===== config.mk =====
export PLATFORM = sky130hd
export DESIGN_NAME = dpc_profile
export DESIGN_NICKNAME = d
export VERILOG_FILES = /design/src/common/dpc_pkg.sv /design/src/dpc_profile.sv
export SDC_FILE = /design/constraint.sdc
export NUM_CORES = 1
export LEC_CHECK = 0
export ABC_AREA = 1
export BUFFER_PORTS_ARGS = -buffer_cell sky130_fd_sc_hd__buf_2
export CAP_MARGIN = 20
export CORE_UTILIZATION = 30
export CTS_CLUSTER_SIZE = 16
export DETAILED_ROUTE_END_ITERATION = 10
export SYNTH_ARGS = -nofsm -noshare
export SYNTH_HDL_FRONTEND = slang
export SYNTH_SLANG_ARGS = --single-unit

===== constraint.sdc =====
create_clock -name clk -period 1.75 [get_ports clk]
set_clock_uncertainty 0.05 [all_clocks]
set_input_delay 0.175 -clock clk [delete_from_list [all_inputs] [get_ports clk]]
set_output_delay 0.175 -clock clk [all_outputs]
set_load 0.02 [all_outputs]

===== src/common/dpc_pkg.sv =====
// Constants shared by the drive profile command and condition word logic.
// Assumes a 16-bit command word delivered by the telegram decoder.
package dpc_pkg;

  // ==========================================================================
  // Command word bit positions
  localparam int CMD_PRESET_LSB = 0;
  localparam int CMD_PRESET_MSB = 1;
  localparam int CMD_NO_DCBRAKE = 2;
  localparam int CMD_NO_COAST = 3;
  localparam int CMD_NO_QSTOP = 4;
  localparam int CMD_NO_HOLD = 5;
  localparam int CMD_START = 6;
  localparam int CMD_RESET = 7;
  localparam int CMD_JOG = 8;
  localparam int CMD_RAMP2 = 9;
  localparam int CMD_VALID = 10;
  localparam int CMD_RELAY1 = 11;
  localparam int CMD_RELAY2 = 12;
  localparam int CMD_SETUP_LSB = 13;
  localparam int CMD_SETUP_MSB = 14;
  localparam int CMD_REVERSE = 15;

  // ==========================================================================
  // Condition word bit positions
  localparam int STS_CTRL_READY = 0;
  localparam int STS_DRIVE_READY = 1;
  localparam int STS_ENABLE = 2;
  localparam int STS_TRIP = 3;
  localparam int STS_ERROR = 4;
  localparam int STS_UNUSED = 5;
  localparam int STS_TRIPLOCK = 6;
  localparam int STS_WARNING = 7;
  localparam int STS_AT_REF = 8;
  localparam int STS_BUS_CTRL = 9;
  localparam int STS_FREQ_OK = 10;
  localparam int STS_RUNNING = 11;
  localparam int STS_OVERTEMP = 12;
  localparam int STS_VOLTAGE = 13;
  localparam int STS_TORQUE = 14;
  localparam int STS_TIMER = 15;

  // ==========================================================================
  // Reset values
  // Command word reset value: every stop bit active, control ignored.
  localparam logic [15:0] CMD_RESET_VALUE = 16'h0000;
  localparam logic [15:0] STS_RESET_VALUE = 16'h0000;

  // Reversing source selections.
  typedef enum logic [1:0] {
    DPC_REV_DIGITAL = 2'b00,
    DPC_REV_SERIAL = 2'b01,
    DPC_REV_OR = 2'b10,
    DPC_REV_AND = 2'b11
  } dpc_rev_e;

  // Stop mode chosen from the command word, in priority order.
  typedef enum logic [2:0] {
    DPC_RUN = 3'b000,
    DPC_COAST = 3'b001,
    DPC_DCBRAKE = 3'b010,
    DPC_QSTOP = 3'b011,
    DPC_RAMPSTOP = 3'b100
  } dpc_stop_e;

endpackage


===== src/dpc_profile.sv =====
// Command word decoder and condition word builder for the drive profile.
// Assumes the telegram decoder strobes a fresh command word on the device
// clock, and that drive state inputs are synchronous to the same clock.
`timescale 1ns/1ps

module dpc_profile
  import dpc_pkg::*;
(
  // Clock and reset
  input wire logic clk,
  input wire logic rst,
  // Command word from the telegram decoder
  input wire logic [15:0] driveCommandWord,
  input wire logic commandStrobe,
  // Configuration from the parameter store
  input wire logic relay1FromWord,
  input wire logic relay2FromWord,
  input wire logic multiSetup,
  input wire logic [1:0] reverseSource,
  // Digital input stop requests
  input wire logic dinDcBrake,
  input wire logic dinCoast,
  input wire logic dinResetCoast,
  // Drive state from the motor-control core
  input wire logic controlReady,
  input wire logic driveReady,
  input wire logic motorReleased,
  input wire logic tripped,
  input wire logic errorNoTrip,
  input wire logic tripLocked,
  input wire logic warning,
  input wire logic speedAtRef,
  input wire logic localStop,
  input wire logic localOperation,
  input wire logic freqInLimits,
  input wire logic startPresent,
  input wire logic freqAboveZero,
  input wire logic overTempHalt,
  input wire logic dcVoltageFault,
  input wire logic currentLimit,
  input wire logic thermalTimer,
  input wire logic linkLost,
  // Decoded commands to the motor-control core
  output logic [1:0] presetSelect,
  output logic [2:0] stopMode,
  output logic outputOff,
  output logic freezeFreq,
  output logic startPermit,
  output logic tripReset,
  output logic jogSelect,
  output logic rampPair2,
  output logic relay1,
  output logic relay2,
  output logic [1:0] setupSelect,
  output logic reverse,
  // Condition word back to the master
  output logic [15:0] driveConditionWord
);

  // ==========================================================================
  // State
  typedef struct packed {
    logic [15:0] cmd;
    logic resetPrev;
    logic tripReset;
    logic [15:0] status;
  } dpc_state_s;

  dpc_state_s state;
  dpc_state_s next_state;
  logic [15:0] activeCmd;
  logic revAllowed;
  logic frozenStop;
  dpc_stop_e next_stop;

  // ==========================================================================
  // Command decode
  always_comb
  begin
    next_state = state;
    next_state.tripReset = 1'b0;
    // A word with the valid bit clear is dropped whole, so the last valid
    // word keeps steering the drive.
    if (commandStrobe && driveCommandWord[CMD_VALID])
    begin
      next_state.cmd = driveCommandWord;
      // Reset acts on a rising edge between accepted words only.
      next_state.resetPrev = driveCommandWord[CMD_RESET];
      next_state.tripReset = driveCommandWord[CMD_RESET] &
                             ~state.resetPrev;
    end

    next_state.status = STS_RESET_VALUE;
    if (!linkLost)
    begin
      next_state.status[STS_CTRL_READY] = controlReady & ~tripped;
      next_state.status[STS_DRIVE_READY] = driveReady;
      next_state.status[STS_ENABLE] = ~motorReleased;
      next_state.status[STS_TRIP] = tripped;
      next_state.status[STS_ERROR] = errorNoTrip;
      next_state.status[STS_UNUSED] = 1'b0;
      next_state.status[STS_TRIPLOCK] = tripLocked;
      next_state.status[STS_WARNING] = warning;
      next_state.status[STS_AT_REF] = speedAtRef;
      next_state.status[STS_BUS_CTRL] = ~(localStop | localOperation);
      next_state.status[STS_FREQ_OK] = freqInLimits;
      next_state.status[STS_RUNNING] = startPresent | freqAboveZero;
      next_state.status[STS_OVERTEMP] = overTempHalt;
      next_state.status[STS_VOLTAGE] = dcVoltageFault;
      next_state.status[STS_TORQUE] = currentLimit;
      next_state.status[STS_TIMER] = thermalTimer;
    end
  end

  always_ff @(posedge clk or posedge rst)
  begin
    if (rst)
    begin
      state <= '{cmd: CMD_RESET_VALUE, resetPrev: 1'b0, tripReset: 1'b0,
                 status: STS_RESET_VALUE};
    end
    else
    begin
      state <= next_state;
    end
  end

  // ==========================================================================
  // Outputs
  assign activeCmd = state.cmd;
  assign revAllowed = (reverseSource == DPC_REV_SERIAL) ||
                      (reverseSource == DPC_REV_OR) ||
                      (reverseSource == DPC_REV_AND);
  // While frozen, quick and ramp stops are disregarded.
  assign frozenStop = ~activeCmd[CMD_NO_HOLD];

  always_comb
  begin
    next_stop = DPC_RUN;
    if (!activeCmd[CMD_NO_COAST] || dinCoast || dinResetCoast)
    begin
      next_stop = DPC_COAST;
    end
    else if (!activeCmd[CMD_NO_DCBRAKE] || dinDcBrake)
    begin
      next_stop = DPC_DCBRAKE;
    end
    else if (!frozenStop && !activeCmd[CMD_NO_QSTOP])
    begin
      next_stop = DPC_QSTOP;
    end
    else if (!frozenStop && !activeCmd[CMD_START])
    begin
      next_stop = DPC_RAMPSTOP;
    end
    else
    begin
      next_stop = DPC_RUN;
    end
  end

  assign presetSelect = activeCmd[CMD_PRESET_MSB:CMD_PRESET_LSB];
  assign stopMode = next_stop;
  assign outputOff = (next_stop == DPC_COAST);
  assign freezeFreq = frozenStop;
  assign startPermit = (next_stop == DPC_RUN);
  assign tripReset = state.tripReset;
  assign jogSelect = activeCmd[CMD_JOG];
  assign rampPair2 = activeCmd[CMD_RAMP2];
  assign relay1 = relay1FromWord & activeCmd[CMD_RELAY1];
  assign relay2 = relay2FromWord & activeCmd[CMD_RELAY2];
  assign setupSelect = multiSetup ?
      activeCmd[CMD_SETUP_MSB:CMD_SETUP_LSB] : 2'h0;
  assign reverse = revAllowed & activeCmd[CMD_REVERSE];
  assign driveConditionWord = state.status;

endmodule

== Yosys cells after proc, flatten, opt, wreduce, memory -nomap -nowiden ==
Cells that the tools add are included.

* Bits of input ports: 45
* Bits in registers: 34
* Output and inout port bits: 32

* Reduce and logical (&&, ||, !) cells: 13
* Bitwise operators: 12
* Equal/unequal tests: 4
* Mux-type cells: 7

{| class="wikitable"
|+ Operators with widths
! cell !! number
|-
| $mux W16 || 1
|-
| $mux W3 || 4
|-
| $and A1 B1 Y1 || 5
|-
| $logic_or A1 B1 Y1 || 5
|-
| $not A1 Y1 || 5
|-
| $eq A2 B2 Y1 const B || 2
|-
| $logic_not A1 Y1 || 4
|-
| $eq A3 B1 Y1 const B || 1
|-
| $logic_and A1 B1 Y1 || 3
|-
| $logic_not A3 Y1 || 1
|-
| $eq A2 B1 Y1 const B || 1
|-
| $mux W2 || 1
|-
| $or A1 B1 Y1 || 2
|-
| $mux W1 || 1
|}

== Longest topological paths before layout ==
* Depth after elaboration: 7
* Depth in mapped cells: 5
* Gate-level depth less buffers: 5

== Least setup slack after synthesis ==
OpenSTA, ideal clock, no wires.

* Kind: register to output
* Start: reg state, in the netlist activeCmd[5]
* End: out startPermit
* Data required time: 1.525 ns
* Slack: 0.524 ns
* Path buffers: 0
* Data arrival time: 1.001 ns
* Cell stages (with the launch flop): 6
* Cells stage by stage: dfrtp_1 > inv_2 > nor2_1 > nor2_1 > nand2_1 > nor2_1

* Word-level cells in the longest chain between the ends: 6
* Elaborated cells on any way between the ends: 7

{| class="wikitable"
|+ Ends and longest elaborated chain
! item !! RTL line !! text
|-
| from (decl) || dpc_profile.sv:69 || <nowiki>dpc_state_s state;</nowiki>
|-
| from (signal assigned) || dpc_profile.sv:119 || <nowiki>state <= '{cmd: CMD_RESET_VALUE, resetPrev: 1'b0, tripReset: 1'b0,</nowiki>
|-
| from (signal assigned) || dpc_profile.sv:124 || <nowiki>state <= next_state;</nowiki>
|-
| $logic_and A1 B1 Y1 || dpc_profile.sv:152 || <nowiki>else if (!frozenStop && !activeCmd[CMD_START])</nowiki>
|-
| $mux W3 || dpc_profile.sv:152 ||
|-
| $mux W3 * || dpc_profile.sv:148 || <nowiki>else if (!frozenStop && !activeCmd[CMD_NO_QSTOP])</nowiki>
|-
| $mux W3 * || dpc_profile.sv:144 || <nowiki>else if (!activeCmd[CMD_NO_DCBRAKE] || dinDcBrake)</nowiki>
|-
| $mux W3 * || dpc_profile.sv:140 || <nowiki>if (!activeCmd[CMD_NO_COAST] || dinCoast || dinResetCoast)</nowiki>
|-
| $logic_not A3 Y1 * || dpc_profile.sv:166 || <nowiki>assign startPermit = (next_stop == DPC_RUN);</nowiki>
|-
| to (decl) || dpc_profile.sv:48 || <nowiki>output logic startPermit,</nowiki>
|}

Mark *: on every way between the ends. The rest lies on a longest branch, timed or not.

== Final worst setup path ==
Same ends and word-level chain as after synthesis.

==> results.md <==
- CTS root buffer: clkbuf_8
- YS warnings: 0
- Detailed placement HPWL: about 1800 um
- Number of global-route vias before repair: 938
- Critical path arrival: ~1200 ps
- Final worst slack: 283 ps
- Initial antenna violation count: 0
- Drt total wl: 2440 um
- Post-Syn Area per Cell: 8.74 um^2
- Status: finished clean
- Tcrit/Tclk final: 83.9%
- Max-cap viol count: 0
- Delay of the slowest cell on the worst path: 370 ps
- Critical-path cell list: inv_2, nor2_1, nor2_1, nand2_1, nor2_1, buf_2
- Synthesis-stage register bit count: 31
- Internal cell power: about 1.2 mW
- Die outline height: 65.9 um
- First-pass GRT wire length: 3880 um
- Switching Share: 26.6%
- DR vias/cell: 3.95
- Max Fclk: 681 MHz
- Reg2reg start: activeCmd[6]$_DFFE_PP0P_
- Die X: 65.9 um
- Setup crit end kind: output pin
- Remaining DRCs: 0
- Synth cell types: 15
- VDD IR max: 0.417 mV
- Max Root-Sink Buffers: 2
- Share of total power in combinational logic: 17.5%
- Clk slew on worst S/H paths: roughly 60 ps
- Worst Setup Start Kind: flip-flop
- Layout cells sized above 1: approximately two fifths
- Gr ovfl total: 0
- Tmin final: 1470 ps
- Largest net degree at the start of global routing: 32
- Hold slack: 43.6 ps
- Final hold vios: 0
- Worst-path fanout max: 4
- Post-Syn Nets: around 190
- Post-place setup slack: 589 ps
- Antenna diodes: 0
- Ports: 77
- Number of routed nets with antenna violations: 0
- RSZ-0062 raised after global routing: false
- Area occupied by multi-input gates: 309 um^2
- Gr usage total: approximately 12%
- Clk_lat worst skew: 270 ps
- CP Data Required Time: 1520 ps
- GPL Wtd Cong: 0.661
- DRT Pass-1 Iters: 4
- Lkg Pwr: 1.08 nW
- H-tree depth: 2
- Vias: 1059
- Net Switching: 0.417 mW
- Synthesized area: 1220 um^2
- Num CTS Buffers: 5
- Seq. cell area: between 700 and 800 um^2
- Pwr Total: around 1.6 mW
- Fin Setup TNS: 0 ps
- Final-report setup violation count: 0
- Hold_sp: driveCommandWord[13]
- Final nets: between 200 and 300
- Area delta synth->final: 41.6%
- Core Region: 3800 um^2
- Crit path launch: activeCmd[5]$_DFFE_PP0P_
- Final-layout fill cell count: between 300 and 400
- Initial DRC count: 12
- Power share of the clock group: 31.1%
- Cell count after synthesis: 140
- Slowest cell on crit path: dfrtp_1
- Pwr/cell area: 905 nW/um^2
- Post-CTS Resized: 0
- Sequential power share: approximately half
- HP Class: input port to flip-flop
- Clock tree from TritonCTS: yes
- Full die area: ~4300 um^2
- Sequential area share after synthesis: a little under two thirds
- Sink Count: 31
- Critical path class: flip-flop to output pin
- Fin. max-slew vios: 0
- Rows: 22
- Most used cell, CP: nor2_1
- Port Buf Inserts: 75
- Drt wl/cell: 9.10 um
- Initial Util: 32.2%
==> layer usage <==
layer / track usage (%) / vias to the layer above / routed length (um)
li1: - / 555 / -
met1: 12.3 / 437 / 1060
met2: 20.5 / 63 / 1010
met3: 6.72 / 4 / 336
met4: 6.52 / 0 / 40
met5: 0 / - / 0
==> sequential cells by signal, indices dropped and copies added, names as in the netlist <==
name,count
tripReset,1
driveConditionWord,15
activeCmd,15
==> worst paths after layout <==
| kind | to | slack (ps) | depth (start not counted) |
|---|---|---|---|
| max reg2reg | activeCmd[6]$_DFFE_PP0P_ | 1040 | 2 |
| max | startPermit | 280 | 6 |
| min in group asynchronous | driveConditionWord[2]$_DFF_PP0_ | 470 | 4 |
| max in group asynchronous | activeCmd[11]$_DFFE_PP0P_ | 910 | 4 |
| min | activeCmd[13]$_DFFE_PP0P_ | 40 | 3 |
| min reg2reg | tripReset$_DFF_PP0_ | 380 | 1 |
==> Yosys cell counts <==
cell	n	area, um^2
buf_4	4	30.0
nor3_1	1	5.00
inv_1	22	82.6
o21ai_0	3	15.0
conb_1	1	3.75
o21a_1	1	7.51
inv_2	1	3.75
dfrtp_1	31	776
buf_6	1	11.3
nand2_1	48	180
buf_2	1	5.00
nor2_1	23	86.3
nand3_1	1	5.00
nand2_2	1	6.26
inv_4	1	6.26
==> worst max-delay path: cells and delay by family, from the launching register on <==
family                 cells  cell delay, ps
and+or+nand+nor            4             370
buffers and inverters      2             240
DFF                        1             370
==> kinds of logic (layout without fill, tap and decap cells) <==
logic type,count (synthesis),after routing,synth area share (%)
buf+inv,30,110,11.3
compound gates,4,4,1.84
simple gates,74,74,23.1
flops,31,31,63.4
other cells,1,1,0.306
==> power by group through the flow <==
stage	clock network, mW	registers (mW)	logic, mW
2_1_floorplan	0	0.846	0.140
3_3_place_gp	0	0.815	0.272
3_5_place_dp	0	0.816	0.274
4_1_cts	0.514	0.805	0.281
5_1_grt	0.547	0.810	0.310
6_report	0.488	0.805	0.275
==> cells in the final DEF, fill, tap and decap left out, drive strengths merged <==
| master | n |
|---|---|
| buf | 76 |
| clkbuf | 6 |
| conb | 1 |
| dfrtp | 31 |
| dlygate4sd3 | 4 |
| inv | 24 |
| nand2 | 49 |
| nand3 | 1 |
| nor2 | 23 |
| nor3 | 1 |
| o21a | 1 |
| o21ai | 3 |
==> per-stage QoR <==
| step | cells | utilization [%] | area (um^2) |
|---|---|---|---|
| global placement | 258 | 42.7 | 1620 |
| floorplan | 140 | - | 1220 |
| finish | 268 | 45.6 | 1730 |
| detailed placement | 258 | 42.7 | 1620 |
| CTS | 268 | 45.6 | 1730 |
| global route | 268 | 45.6 | 1730 |
==> layout make-up <==
type	instances	area share, %
clock buffers	6	4.19
inverters	24	5.34
multi-input cells	79	17.8
flip-flops and latches	31	44.8
well taps	48	3.47
repair buffers	80	24.4
==> repair_timing <==
item | CTS | global route
hold buffers | 4 | 0
hold endpoints to repair | 33 | 0
buffers inserted | 0 | 0
Note: power is estimated with default switching activity, not from simulation.
